## src/include/intc_cmd_regs.vh

```
// Register offsets, field positions and reset values of the interrupt command/status block
// Summary of operation
// RULE1: Core status bit 0 shows fast request line asserted (1) or inactive (0).
// RULE2: Core status bit 1 shows normal request line asserted (1) or inactive (0).
// RULE3: Source bit map: fast at bit 0, system at bit 1, peripherals 2..31.
// RULE4: Writing ones to enable command enables those sources; zeros change nothing.
// RULE5: Writing ones to disable command disables those sources; zeros change nothing.
// RULE6: Writing ones to clear command clears those pending interrupts; zeros change nothing.
// RULE7: Writing ones to set command sets those pending interrupts; zeros change nothing.
// RULE8: Any write to end-of-service register signals completion, whatever the data.
// RULE9: Normal vector read returns the stored spurious address on a spurious normal interrupt.
// RULE10: Fast vector read returns the stored spurious address on a spurious fast interrupt.
// RULE11: Debug protection bit enables protection mode when 1; read/write, resets to zero.
// RULE12: Global mask bit at 1 forces both request lines inactive.
// RULE13: Writing ones to fast forcing enable turns forcing on; bit 0 reserved.
// RULE14: Writing ones to fast forcing disable turns forcing off; zeros change nothing.
// RULE15: Fast forcing status reads 1 where forcing is enabled, 0 elsewhere.
// RULE16: With no current interrupt, normal vector read returns the spurious address.
// RULE17: Mask readback shows 1 for enabled sources and 0 for disabled ones.
// RULE18: Reserved bits ignore writes and read as zero, fast forcing bit 0 included.
`ifndef INTC_CMD_REGS_VH
`define INTC_CMD_REGS_VH
`define OFS_NORMAL_VECTOR    12'h100
`define OFS_FAST_VECTOR      12'h104
`define OFS_CURRENT_SOURCE   12'h108
`define OFS_PENDING          12'h10C
`define OFS_MASK             12'h110
`define OFS_CORE_STATUS      12'h114
`define OFS_ENABLE_CMD       12'h120
`define OFS_DISABLE_CMD      12'h124
`define OFS_CLEAR_CMD        12'h128
`define OFS_SET_CMD          12'h12C
`define OFS_END_SERVICE      12'h130
`define OFS_SPURIOUS         12'h134
`define OFS_DEBUG            12'h138
`define OFS_FF_ENABLE        12'h140
`define OFS_FF_DISABLE       12'h144
`define OFS_FF_STATUS        12'h148
`define OFS_IRQ_STATUS       12'h150
`define OFS_IRQ_MASK         12'h154
`define BIT_FAST_SOURCE      0
`define BIT_SYSTEM_SOURCE    1
`define BIT_PROTECTION       0
`define BIT_GLOBAL_MASK      1
`define BIT_FAST_LINE_STATE  0
`define BIT_NORMAL_LINE_STATE 1
`define FF_VALID_MASK        32'hFFFFFFFE
`define RST_WORD             32'h00000000
`define EV_END_SERVICE       0
`define EV_SPURIOUS_NORMAL   1
`define EV_SPURIOUS_FAST     2
`define EV_WIDTH             3
`endif

```

## src/hw/intc_cmd_status.v

```verilog
// Command and status registers of a vectored interrupt controller with APB slave
`timescale 1ns/1ps
`include "intc_cmd_regs.vh"
module intc_cmd_status #(
	parameter NSRC = 32
) (
	input  wire             clk,
	input  wire             srst,
	input  wire             psel,
	input  wire             penable,
	input  wire             pwrite,
	input  wire [11:0]      paddr,
	input  wire [31:0]      pwdata,
	output reg  [31:0]      prdata,
	output reg              pready,
	output reg              pslverr,
	input  wire [NSRC-1:0]  src_in,
	output reg              fast_request_line_n,
	output reg              normal_request_line_n,
	output reg              end_of_service,
	output reg              protection_mode,
	output reg              irq
);

	reg  [31:0] src_s1_r;
	reg  [31:0] src_s2_r;
	reg  [31:0] enabled_r;
	reg  [31:0] pending_r;
	reg  [31:0] ff_r;
	reg  [31:0] spurious_r;
	reg  [31:0] vector_r;
	reg  [4:0]  cur_src_r;
	reg         cur_valid_r;
	reg         global_mask_r;
	reg         ev_spur_n;
	reg         ev_spur_f;
	reg  [`EV_WIDTH-1:0] ev_stat_r;
	reg  [`EV_WIDTH-1:0] ev_mask_r;
	reg  [`EV_WIDTH-1:0] ev_set;
	wire [31:0] src_w;
	wire        wr_fire;
	wire        rd_fire;
	wire [31:0] active;
	wire [31:0] fast_active;
	wire [31:0] normal_active;
	wire        fast_req;
	wire        normal_req;
	reg  [31:0] rd_nxt;
	reg         err_nxt;
	integer     i;

	// Lowest active source number; fixed priority stands in for arbitration
	function [4:0] first_set;
		input [31:0] v;
		integer k;
		begin
			first_set = 5'h00;
			for (k = 31; k >= 0; k = k - 1) begin
				if (v[k])
					first_set = k[4:0];
			end
		end
	endfunction

	// Address decode shared by reads and writes
	function is_ofs;
		input [11:0] a;
		input [11:0] o;
		begin
			is_ofs = (a == o);
		end
	endfunction

	generate
		if (NSRC < 32) begin : g_pad
			assign src_w = {{(32-NSRC){1'b0}}, src_s2_r[NSRC-1:0]};
		end else begin : g_full
			assign src_w = src_s2_r;
		end
	endgenerate

	assign wr_fire       = psel & penable & pwrite & pready;
	assign rd_fire       = psel & penable & ~pwrite & pready;
	assign active        = pending_r & enabled_r;
	assign fast_active   = active & ({ff_r[31:1], 1'b1});
	assign normal_active = active & ~({ff_r[31:1], 1'b1});
	assign fast_req      = (|fast_active) & ~global_mask_r; // RULE12
	assign normal_req    = (|normal_active) & ~global_mask_r & ~cur_valid_r; // RULE12

	// Source inputs come from other clock domains
	always @(posedge clk) begin
		if (srst) begin
			src_s1_r <= 32'h00000000;
			src_s2_r <= 32'h00000000;
		end else begin
			src_s1_r[NSRC-1:0] <= src_in;
			src_s2_r           <= src_s1_r;
		end
	end

	// Source enable, pending, fast forcing and debug state
	always @(posedge clk) begin
		if (srst) begin
			enabled_r     <= `RST_WORD;
			pending_r     <= `RST_WORD;
			ff_r          <= `RST_WORD;
			spurious_r    <= `RST_WORD;
			global_mask_r <= 1'b0;
			protection_mode <= 1'b0;
		end else begin
			// Set beats clear: a source level still high in the clear cycle keeps it pending
			for (i = 0; i < 32; i = i + 1) begin
				if (src_w[i] | (wr_fire & is_ofs(paddr, `OFS_SET_CMD) & pwdata[i])) // RULE3 RULE7
					pending_r[i] <= 1'b1;
				else if (wr_fire & is_ofs(paddr, `OFS_CLEAR_CMD) & pwdata[i]) // RULE6
					pending_r[i] <= 1'b0;
				else if (rd_fire & is_ofs(paddr, `OFS_NORMAL_VECTOR) & cur_valid_r == 1'b0 &
					|normal_active & first_set(normal_active) == i[4:0] & ~protection_mode)
					pending_r[i] <= 1'b0;
			end
			if (wr_fire & is_ofs(paddr, `OFS_ENABLE_CMD))
				enabled_r <= enabled_r | pwdata; // RULE4
			if (wr_fire & is_ofs(paddr, `OFS_DISABLE_CMD))
				enabled_r <= enabled_r & ~pwdata; // RULE5
			if (wr_fire & is_ofs(paddr, `OFS_FF_ENABLE))
				ff_r <= (ff_r | pwdata) & `FF_VALID_MASK; // RULE13 RULE18
			if (wr_fire & is_ofs(paddr, `OFS_FF_DISABLE))
				ff_r <= ff_r & ~pwdata & `FF_VALID_MASK; // RULE14
			if (wr_fire & is_ofs(paddr, `OFS_SPURIOUS))
				spurious_r <= pwdata; // RULE9
			if (wr_fire & is_ofs(paddr, `OFS_DEBUG)) begin
				protection_mode <= pwdata[`BIT_PROTECTION]; // RULE11
				global_mask_r   <= pwdata[`BIT_GLOBAL_MASK]; // RULE12
			end
		end
	end

	// Current normal interrupt, taken on a vector read and released by end of service
	always @(posedge clk) begin
		if (srst) begin
			cur_valid_r <= 1'b0;
			cur_src_r   <= 5'h00;
			vector_r    <= `RST_WORD;
		end else begin
			if (wr_fire & is_ofs(paddr, `OFS_END_SERVICE))
				cur_valid_r <= 1'b0; // RULE8
			else if (rd_fire & is_ofs(paddr, `OFS_NORMAL_VECTOR) & ~cur_valid_r & |normal_active) begin
				cur_valid_r <= 1'b1;
				cur_src_r   <= first_set(normal_active);
			end
		end
	end

	// Both vector reads always hand back the spurious address, current interrupt or not
	always @* begin
		ev_spur_n = 1'b0;
		ev_spur_f = 1'b0;
		err_nxt   = 1'b0;
		rd_nxt    = 32'h00000000;
		case (paddr)
			`OFS_NORMAL_VECTOR: begin
				rd_nxt    = spurious_r; // RULE9 RULE16
				ev_spur_n = ~cur_valid_r & ~(|normal_active);
			end
			`OFS_FAST_VECTOR: begin
				rd_nxt    = spurious_r; // RULE10
				ev_spur_f = ~(|fast_active);
			end
			`OFS_CURRENT_SOURCE: rd_nxt = {27'h0000000, cur_src_r};
			`OFS_PENDING:        rd_nxt = pending_r;
			`OFS_MASK:           rd_nxt = enabled_r; // RULE17
			`OFS_CORE_STATUS: begin
				rd_nxt[`BIT_FAST_LINE_STATE]   = ~fast_request_line_n; // RULE1
				rd_nxt[`BIT_NORMAL_LINE_STATE] = ~normal_request_line_n; // RULE2
			end
			`OFS_SPURIOUS:       rd_nxt = spurious_r;
			`OFS_DEBUG:          rd_nxt = {30'h00000000, global_mask_r, protection_mode}; // RULE18
			`OFS_FF_STATUS:      rd_nxt = ff_r & `FF_VALID_MASK; // RULE15 RULE18
			`OFS_IRQ_STATUS:     rd_nxt = {29'h00000000, ev_stat_r};
			`OFS_IRQ_MASK:       rd_nxt = {29'h00000000, ev_mask_r};
			`OFS_ENABLE_CMD, `OFS_DISABLE_CMD, `OFS_CLEAR_CMD, `OFS_SET_CMD,
			`OFS_END_SERVICE, `OFS_FF_ENABLE, `OFS_FF_DISABLE: rd_nxt = 32'h00000000;
			default:             err_nxt = 1'b1;
		endcase
	end

	always @* begin
		ev_set = {`EV_WIDTH{1'b0}};
		ev_set[`EV_END_SERVICE]     = wr_fire & is_ofs(paddr, `OFS_END_SERVICE);
		ev_set[`EV_SPURIOUS_NORMAL] = rd_fire & ev_spur_n;
		ev_set[`EV_SPURIOUS_FAST]   = rd_fire & ev_spur_f;
	end

	// APB: no wait state, read data registered at the edge that ends the setup phase
	always @(posedge clk) begin
		if (srst) begin
			pready  <= 1'b0;
			pslverr <= 1'b0;
			prdata  <= 32'h00000000;
		end else begin
			pready  <= psel & ~penable;
			pslverr <= psel & ~penable & err_nxt;
			prdata  <= (psel & ~penable & ~pwrite) ? rd_nxt : 32'h00000000;
		end
	end

	// Event status: write one to clear, new event wins
	always @(posedge clk) begin
		if (srst) begin
			ev_stat_r <= {`EV_WIDTH{1'b0}};
			ev_mask_r <= {`EV_WIDTH{1'b0}};
			irq       <= 1'b0;
		end else begin
			if (wr_fire & is_ofs(paddr, `OFS_IRQ_MASK))
				ev_mask_r <= pwdata[`EV_WIDTH-1:0];
			if (wr_fire & is_ofs(paddr, `OFS_IRQ_STATUS))
				ev_stat_r <= (ev_stat_r & ~pwdata[`EV_WIDTH-1:0]) | ev_set;
			else
				ev_stat_r <= ev_stat_r | ev_set;
			irq <= |(ev_stat_r & ev_mask_r);
		end
	end

	// Request lines are active low towards the core
	always @(posedge clk) begin
		if (srst) begin
			fast_request_line_n   <= 1'b1;
			normal_request_line_n <= 1'b1;
			end_of_service        <= 1'b0;
		end else begin
			fast_request_line_n   <= ~fast_req; // RULE12
			normal_request_line_n <= ~normal_req; // RULE12
			end_of_service        <= wr_fire & is_ofs(paddr, `OFS_END_SERVICE); // RULE8
		end
	end

endmodule

```

## config.mk

```make
export PLATFORM = sky130hd
export DESIGN_NAME = intc_cmd_status
export DESIGN_NICKNAME = d
export VERILOG_FILES = /design/src/hw/intc_cmd_status.v
export VERILOG_INCLUDE_DIRS = /design/src /design/src/include
export SDC_FILE = /design/constraint.sdc
export NUM_CORES = 1
export LEC_CHECK = 0
export ABC_AREA = 1
export BUFFER_PORTS_ARGS = -buffer_cell sky130_fd_sc_hd__buf_2
export CORE_UTILIZATION = 35
export CTS_CLUSTER_DIAMETER = 80
export CTS_CLUSTER_SIZE = 20
export DETAILED_ROUTE_END_ITERATION = 10
export PLACE_DENSITY = 0.56
export SYNTH_ARGS = -nofsm -noshare
export SYNTH_HDL_FRONTEND = slang
export SYNTH_SLANG_ARGS = --single-unit
```

## constraint.sdc

```tcl
create_clock -name clk -period 3.1 [get_ports clk]
set_input_delay 0.31 -clock clk [delete_from_list [all_inputs] [get_ports clk]]
set_output_delay 0.31 -clock clk [all_outputs]
set_load 0.01 [all_outputs]
```

==> results of run 1 <==
==> report_power, final <==
group	internal [mW]	total, mW	leakage (nW)	switching (mW)
logic	0.124	0.328	2.79	0.204
clock network	1.05	2.17	0.234	1.12
registers	3.18	3.22	1.98	0.0408
total	4.35	5.72	5.00	1.36
==> timing repair <==
item                       in CTS  in global routing
buffers inserted                0                  4
gates resized for setup         0                 16
hold endpoints to repair       16                  0
hold buffers                   16                  0
setup endpoints to repair       0                 22
==> area by class of cell <==
cell class	instances	area share
clock buffer	21	0.0365
inverter	303	0.0902
clock inverter	3	0.00139
multi-input combinational	859	0.356
sequential	243	0.386
tap	390	0.0387
timing repair buffer	185	0.0909
==> per-layer routing <==
layer | routed length [microns] | vias up | share of wire
li1 | - | 5080 | -
met1 | 17100 | 4768 | 0.47
met2 | 15600 | 385 | 0.43
met3 | 2680 | 59 | 0.074
met4 | 1020 | 0 | 0.028
met5 | 0 | - | 0
==> kinds of logic after synthesis <==
| group | count (synthesis) |
|---|---|
| AND/OR/NAND/NOR | 468 |
| flip-flops | 243 |
| AO/OA/AOI/OAI | 389 |
| buffers and inverters | 368 |
==> cells in the mapped netlist (3+ instances only) <==
cell type | instances | share of area
o22ai_1 | 22 | 0.013
clkinv_1 | 3 | 0.0011
nor4_1 | 8 | 0.0047
inv_1 | 290 | 0.10
nand3_1 | 33 | 0.015
dfxtp_1 | 243 | 0.46
a221oi_1 | 20 | 0.016
nand4_1 | 33 | 0.019
nor2_1 | 151 | 0.053
clkbuf_1 | 57 | 0.020
a31oi_1 | 16 | 0.0094
nand2_1 | 163 | 0.057
a211oi_1 | 29 | 0.020
a21oi_1 | 115 | 0.054
o21bai_1 | 46 | 0.032
nor3_1 | 70 | 0.033
a41oi_1 | 9 | 0.0074
o21ai_1 | 4 | 0.0019
buf_1 | 6 | 0.0021
o21ai_0 | 107 | 0.050
o21a_1 | 10 | 0.0070
inv_2 | 10 | 0.0035
==> placed cells by master (no fill, tap or decap), drive strengths merged <==
| cell | netlist | final |
|---|---|---|
| a31oi | 16 | 16 |
| o22ai | 22 | 22 |
| nand2 | 167 | 169 |
| o32ai | 1 | 1 |
| o311ai | 2 | 2 |
| a31o | 1 | 1 |
| inv | 300 | 300 |
| o21ai | 111 | 111 |
| a211oi | 29 | 29 |
| a21oi | 115 | 115 |
| nor2 | 152 | 152 |
| a221oi | 20 | 20 |
| o21bai | 46 | 46 |
| dfxtp | 243 | 243 |
| clkinvlp | 0 | 1 |
| nor3 | 71 | 71 |
| o21a | 10 | 10 |
| a311oi | 2 | 2 |
| dlygate4sd3 | 0 | 16 |
| clkinv | 3 | 5 |
| nor4 | 9 | 9 |
| nand3b | 1 | 1 |
| a2111oi | 1 | 1 |
| o31ai | 2 | 2 |
| buf | 8 | 169 |
| nand3 | 35 | 35 |
| a41oi | 9 | 9 |
| nand4 | 33 | 33 |
| o211ai | 1 | 1 |
| clkbuf | 57 | 21 |
| o2bb2ai | 1 | 1 |
==> worst max-delay path by stage <==
stage                        from             to  slack [ps]
global route             register  pending_r[18]         -40
CTS                 pending_r[10]  pending_r[29]         120
global placement    pending_r[10]  pending_r[29]         200
finish               pending_r[8]  pending_r[23]         250
floorplan                register  pending_r[11]         760
detailed placement  pending_r[10]  pending_r[29]         130
==> per-stage QoR <==
stage | utilization | total power [mW] | hold WS, ps | setup slack [ps]
after detailed placement | 0.398 | 3.60 | 396 | 132
after floorplan | - | 3.44 | 388 | 764
after global placement | 0.398 | 3.60 | 396 | 204
after global routing | 0.423 | 5.93 | 13.0 | -35.5
final | 0.423 | 5.72 | 12.8 | 247
after CTS | 0.419 | 5.77 | 0.196 | 125
==> tightest hold or removal path: cells and delay by family <==
kind	cells	cell delay (ps)
buffers and inverters	2	130
and+or+nand+nor	1	30
==> metrics.md, run 1 <==
| Metric | Value |
|---|---|
| Cells after Synth | 1468 |
| Area Growth Syn to Fin | 18.2% |
| CP arrival | 3230 ps |
| Post-synthesis net count | 1549 |
| Cts bufs inserted | 16 |
| Crit path kind | reg -> reg |
| Total Negative Setup Slacks | 0 ps |
| Final Hold Fails | 0 |
| Post-synth cell types | 40 |
| Filler instances | 3183 |
| Sequential Area | 4870 sq um |
| Starting DRT DRC Count | 1012 |
| Port buffer count | 119 |
| Highest clock rate | 350 MHz |
| Worst Skew | 18.8 ps |
| Crit Path Max Fanout | 8 |
| Area of the multi-input gates | 4490 sq um |
| Largest net degree at the start of global routing | 71 |
| CP Launch Type | register |
| Clock Tree Root | clkbuf_16 |
| Post-Syn Area | 10700 sq um |
| Initial Util | 0.358 |
| Final setup vio count | 0 |
| R2r endpoint | pending_r[23] |
| GRT met1 Usage | 0.341 |
| DRT antenna net count | 0 |
| Most frequent cell on the critical path | nand2_1 |
| Dpl cell area | 11900 sq um |
| Critical Path, Cell by Cell | inv_1 -> nor3_1 -> nor4_1 -> nand2_1 -> nor4_2 -> nand2_1 -> inv_2 -> nand4_1 -> a21oi_1 -> nor2_1 |
| Final wirelength | 36.4 mm |
| IO Pins | 120 |
| FF-to-FF path depth | 10 |
| GRT Util Overall | 0.232 |
| Avg Synthesized Cell Area | 7.27 sq um |
| Antenna Diode Count | 0 |
| Cell row count | 63 |
| Avg Vias per Cell | 5.14 |
| Worst VDD drop | 0.266 mV |
| Mux contribution to synthesized area | 0 |
| Core area | 29800 sq um |
| Met2 Use GR | 0.349 |
| Max incr delay on CP | 570 ps |
| Synth Area in Compound Gates | 0.221 |
| RR Startpoint | pending_r[8] |
| Vias in the first global route | 9447 |
| Synth Area in Adders | 0 |
| Fraction of registers with async set/reset | 0 |
| Vias | 10300 |
| Hold_sp | src_in[1] |
| Max-cap viol count | 0 |
| First-pass GRT wire length | 55.8 mm |
| CP max-delay cell | nor4_1 |
| Status | completed |
| Relative slew slack | 0.426 |
| Clk slew on worst S/H paths | 90 ps |
| WP depth | 10 |
| EDFF count, synth | 0 |
| Max clock buf depth | 3 |
| Count of pins over their slew limit | 0 |
| Layout cells sized above 1 | 0.141 |
| Critical Path Sink Type | register |
| CP top delay family | simple AND/OR/NAND/NOR gates |
| Initial antenna violation count | 0 |
| Simple-Gate Fraction of Synth Area | 0.192 |
| Final worst path period share | 0.920 |
| Fin nets | 1689 |
| Wire per inst | 18.2 microns |
| Leakage power | 5.00 nW |
| Worst Hold Endpoint | src_s1_r[1] |
| RSZ-0062 raised after global routing | true |
| Post-layout instance area | 12600 sq um |
| Die Ht | 177 microns |
| GR peak layer | met2 |
| Ys Warns | 0 |
| WP buf/inv | 2 |
| Grt ovf | 0 |
| Xor/xnor cell area share of the yosys netlist | 0 |
| Main combinational cell family by area after synthesis | compound AO/OA/AOI/OAI gates |
| Gp weighted congestion | 0.954 |
| Pre-antenna DRT Iters | 6 |
| FF+latch count, synth | 243 |
| Minimum clock period | 2850 ps |
| Hpwl dp | 25.9 mm |
| Total clock sinks | 243 |
| Worst Hold Class | in -> reg |
| Power Density | 453 nW/um^2 |
| Die ar. | 31200 sq um |
| CTS tree | yes |
| Register area share after synthesis | 0.456 |
| Fin cells | 2004 |
| Placed Cells | 1958 |
| Slew @ Worst Pin | 839 ps |
| Most used DFF post-synth | dfxtp_1 |
| Critical path required time | 3480 ps |
| Hold depth | 3 |
| GR Util met3 | 0.0310 |
| Clk Latency, worst-skew pair | 510 ps |
| Htree depth | 1 |
| Reg2Reg Setup Slack | 250 ps |
| Die span in x | 177 microns |
| Remaining DRCs | 0 |
No activity file was read; power rests on OpenSTA's default activity.
==> run 2, diff against run 1 <==
--- a/config.mk
+++ b/config.mk
@@ -13,6 +13,7 @@
 export CTS_CLUSTER_SIZE = 20
 export DETAILED_ROUTE_END_ITERATION = 10
 export PLACE_DENSITY = 0.56
+export REMOVE_ABC_BUFFERS = 1
 export SYNTH_ARGS = -nofsm -noshare
 export SYNTH_HDL_FRONTEND = slang
 export SYNTH_SLANG_ARGS = --single-unit
==> run 2 against run 1 <==
  * Worst setup slack better by 130 ps
  * Sequential power hardly changed
  * Register-to-register slack better by 130 ps
  * Die area stayed put
  * Total power down 1.8%
  * Cell area down 2.5%
  * Routed wire length shrank 5.2%
  * Largest power group unchanged
  * Highest routed layer unchanged
==> metrics.md, run 2 (synthesized netlist as in run 1, its figures left out) <==
| Metric | Value |
|---|---|
| Status | completed |
| Die ar. | 31200 sq um |
| First-pass GRT wire length | 53.4 mm |
| Wire per inst | 17.5 microns |
| FF-to-FF path depth | 33 |
| Fin cells | 1973 |
| Post-cts resize count | 0 |
| Crit path kind | reg -> reg |
| Max incr delay on CP | 370 ps |
| Reg2Reg Setup Slack | 380 ps |
| Area Growth Syn to Fin | 15.2% |
| Total clock sinks | 243 |
| Met3 wire len | 2.32 mm |
| Clock Tree Root | clkbuf_16 |
| Most frequent cells in the layout | 289 x inv_1, 243 x dfxtp_1, 163 x nand2_1, 150 x nor2_1, 118 x buf_2 |
| Minimum clock period | 2720 ps |
| Critical path required time | 3470 ps |
| IO Pins | 120 |
| CTS tree | yes |
| Final wirelength | 34.5 mm |
| Leakage power | 4.84 nW |
| CP max-delay cell | dfxtp_1 |
| Setup Buffers After CTS | 0 |
| Port buffer count | 119 |
| Remaining DRCs | 0 |
| Htree depth | 1 |
| Pre-antenna DRT Iters | 5 |
| RSZ-0062 raised after global routing | false |
| Cell row count | 63 |
| Layout cells sized above 1 | 0.126 |
| Hold-fix buffer count after cts | 3 |
| Critical Path Start | pending_r[30] |
| Grt ovf | 0 |
| Final worst path period share | 0.878 |
| Metal2 WL | 15.8 mm |
| Fin nets | 1661 |
| Final Hold Fails | 0 |
| CP top delay family | simple AND/OR/NAND/NOR gates |
| Worst Skew | 31.4 ps |
| Gp weighted congestion | 0.859 |
| Most frequent cell on the critical path | nand2_1 |
| Starting DRT DRC Count | 907 |
| Power Density | 457 nW/um^2 |
| R2r endpoint | pending_r[8] |
| Final setup vio count | 0 |
| Die span in x | 177 microns |
| Relative slew slack | 0.225 |
| Top Layer Used | met4 |
| Highest clock rate | 367 MHz |
| CP arrival | 3090 ps |
| Crit Path Max Fanout | 9 |
| Max-cap viol count | 0 |
| Clk Latency, worst-skew pair | 510 ps |
| Core area | 29800 sq um |
| Worst setup path endpoint | pending_r[8] |
| Clk slew on worst S/H paths | 90 ps |
| WL met1 | 15.7 mm |
| Most common cell after layout, fill and taps aside | inv_1 |
| Cts bufs inserted | 16 |
| Total Negative Setup Slacks | 0 ps |
| Largest net degree at the start of global routing | 139 |
| Vias | 10100 |
| DRT antenna net count | 0 |
| Die Ht | 177 microns |
| Post-layout instance area | 12300 sq um |
| Slew @ Worst Pin | 1160 ps |
| GRT Util Overall | 0.222 |
| Vias in the first global route | 9523 |
| Hold_ws | 6.28 ps |
| Critical Path Sink Type | register |
| Count of pins over their slew limit | 0 |
| Dpl cell area | 11800 sq um |
| Placed Cells | 1949 |
| Max clock buf depth | 3 |
| CP Launch Type | register |
| WP buf/inv | 0 |
| RR Startpoint | pending_r[30] |
| Initial antenna violation count | 1 |
| WP depth | 33 |
| Initial Util | 0.358 |
| Worst VDD drop | 0.309 mV |
| Hpwl dp | 23.4 mm |
| Worst Hold Class | in -> reg |
| Avg Vias per Cell | 5.13 |
==> run 2: power breakdown <==
part	leakage (nW)	switching, mW	internal, mW	total (mW)
Clock	0.220	1.11	0.994	2.11
Combinational	2.65	0.184	0.110	0.295
Sequential	1.98	0.0319	3.18	3.21
==> run 2: worst min path at each step <==
stage,startpoint,to,slack (ps),cells past startpoint
after global placement,src_s1_r[29],src_s2_r[29],390,2
after CTS,src_in[12],src_s1_r[12],0.1,3
after global routing,src_in[12],src_s1_r[12],4,3
after detailed placement,src_s1_r[15],src_s2_r[15],390,2
after floorplan,srst,ev_stat_r[1],380,1
final,src_in[18],src_s1_r[18],6,3
==> run 2: routing by layer <==
layer | up-vias | global-route usage
li1 | 5028 | -
met1 | 4690 | 0.306
met2 | 340 | 0.364
met3 | 54 | 0.0293
met4 | 0 | 0.0568
met5 | - | 0
==> run 2: final cells by class <==
cell class	instances	area (sq um)
well taps	390	488
diodes	1	2.50
multi-input cells	857	4410
clock buffers	17	425
flip-flops and latches	243	4860
clock inverters	3	23.8
inverters	303	1140
repair buffers	159	931
fillers	3117	17500
==> run 2: tightest hold or removal path, delay by kind of cell <==
family | cells | cell delay (ps)
simple gates | 1 | 70
buf+inv | 2 | 100
==> run 2: stage by stage <==
stage	util	power [mW]	worst slack (ps)
global route	0.412	5.83	8.62
floorplan	-	3.42	-1030
detailed placement	0.396	3.58	436
CTS	0.412	5.66	408
finish	0.412	5.61	378
global placement	0.396	3.57	420
==> run 3, diff against run 2 <==
--- a/config.mk
+++ b/config.mk
@@ -13,6 +13,7 @@
 export CTS_CLUSTER_SIZE = 20
 export DETAILED_ROUTE_END_ITERATION = 10
 export PLACE_DENSITY = 0.56
+export RECOVER_POWER = 100
 export REMOVE_ABC_BUFFERS = 1
 export SYNTH_ARGS = -nofsm -noshare
 export SYNTH_HDL_FRONTEND = slang
==> run 3 against run 2 <==
  * Highest routed layer unchanged
  * Worst setup slack got worse by 140 ps
  * Die area unchanged
  * Clock power about the same
==> metrics.md, run 3 (synthesized netlist as in run 1, its figures left out) <==
| Metric | Value |
|---|---|
| Status | completed |
| Port buffer count | 119 |
| CP max-delay cell | clkbuf_2 |
| Wire per inst | 17.5 microns |
| WP depth | 8 |
| Crit path kind | reg -> reg |
| Layout cells sized above 1 | 0.0967 |
| Power Density | 460 nW/um^2 |
| Most common cell after layout, fill and taps aside | inv_1 |
| Relative slew slack | 0.00995 |
| Largest net degree at the start of global routing | 139 |
| Critical Path, Cell by Cell | nand3_1 -> nor2_1 -> clkinv_1 -> nor4_1 -> clkbuf_2 -> inv_1 -> nor2_1 -> o21a_1 |
| Vias in the first global route | 9523 |
| Clock Tree Root | clkbuf_16 |
| GRT Util Overall | 0.222 |
| Worst Hold Endpoint | src_s1_r[18] |
| Avg Vias per Cell | 5.10 |
| Hold depth | 3 |
| IO Pins | 120 |
| Worst Hold Class | in -> reg |
| First-pass GRT wire length | 53.4 mm |
| Pre-CTS setup slack | 436 ps |
| Final worst path period share | 0.924 |
| Max-cap viol count | 0 |
| RR Startpoint | pready |
| Gp weighted congestion | 0.859 |
| RSZ-0062 raised after global routing | false |
| Clk slew on worst S/H paths | 90 ps |
| Worst Skew | 32.6 ps |
| Worst VDD drop | 0.306 mV |
| Crit Path Max Fanout | 33 |
| WP buf/inv | 3 |
| Remaining DRCs | 0 |
| Initial Util | 0.358 |
| Setup Buffers After CTS | 0 |
| Starting DRT DRC Count | 841 |
| DRT antenna net count | 0 |
| Grt ovf | 0 |
| Placed Cells | 1949 |
| CP top delay family | buffers and inverters |
| Most frequent cell on the critical path | nor2_1 |
| Critical Path Sink Type | register |
| Hpwl dp | 23.4 mm |
| Post-cts resize count | 0 |
| Cell row count | 63 |
| CTS tree | yes |
| Min setup slack post-route | 237 ps |
| Pre-antenna DRT Iters | 5 |
| Count of pins over their slew limit | 0 |
| CP Launch Type | register |
| Most frequent cells in the layout | 291 x inv_1, 243 x dfxtp_1, 163 x nand2_1, 150 x nor2_1, 115 x a21oi_1 |
| Final setup vio count | 0 |
| Total clock sinks | 243 |
| Final Hold Fails | 0 |
| Core area | 29800 sq um |
| Slew @ Worst Pin | 1490 ps |
| Initial antenna violation count | 1 |
| Final wirelength | 34.6 mm |
| Fin cells | 1973 |
| Die span in x | 177 microns |
| Fin nets | 1661 |
| Minimum clock period | 2860 ps |
| Highest clock rate | 349 MHz |
| Max incr delay on CP | 810 ps |
| Die ar. | 31200 sq um |
| Die Ht | 177 microns |
| Max clock buf depth | 3 |
| Leakage power | 4.66 nW |
| Hold_sp | src_in[18] |
| FF-to-FF path depth | 8 |
| Reg2Reg Setup Slack | 240 ps |
| Cts bufs inserted | 16 |
| Area Growth Syn to Fin | 14.3% |
| CP arrival | 3300 ps |
| Critical path required time | 3540 ps |
| Vias | 10100 |
| Clk Latency, worst-skew pair | 510 ps |
| Htree depth | 1 |
## run 3: final cells by class
type                    instances  area (sq um)
diodes                          1          2.50
clock inverters                 3          23.8
inverters                     303          1140
well taps                     390           488
fillers                      3126         17600
clock buffers                  17           425
repair buffers                159           842
multi-input cells             857          4410
flip-flops and latches        243          4860
## run 3: worst register-to-register path, stage by stage (launching register included)
cell and delay, ps:
dfxtp_1 330, nand3_1 100, nor2_1 150, clkinv_1 330
nor4_1 400, clkbuf_2 810, inv_1 390, nor2_1 180
o21a_1 120
## run 3: metrics by stage
stage	hold WS (ps)	power [mW]	instance area [sq um]	TNS, ps	utilization
finish	4.92	5.61	12200	0	0.409
global route	4.10	5.83	12200	0	0.409
CTS	0.111	5.66	12300	0	0.412
detailed placement	392	3.58	11800	0	0.396
global placement	390	3.57	11800	0	0.396
floorplan	379	3.42	10400	-28310	-
## run 3: power by group
group | internal, mW | total [mW] | switching (mW)
Combinational | 0.109 | 0.293 | 0.184
Clock | 0.993 | 2.10 | 1.11
Sequential | 3.18 | 3.21 | 0.0320
Total | 4.28 | 5.61 | 1.33
## run 3: how the worst max path moves through the flow
stage	slack (ps)	to	startpoint
detailed placement	440	pending_r[24]	register
floorplan	-1030	register	pready
global route	9	pending_r[31]	register
global placement	420	pending_r[8]	pending_r[30]
CTS	410	pending_r[31]	register
finish	240	register	pready
## run 3: what timing repair did
action | in CTS | in global routing
endpoints found under the hold margin | 3 | 0
setup endpoints to repair | 0 | 0
hold buffers | 3 | 0
## run 3: routing by layer
metal  vias up  global-route usage  wire length [microns]
met5         -                   0                      0
met4         0              0.0568                    729
met3        50              0.0293                   2230
met2       327               0.364                  15800
met1      4661               0.306                  15800
li1       5034                   -                      -
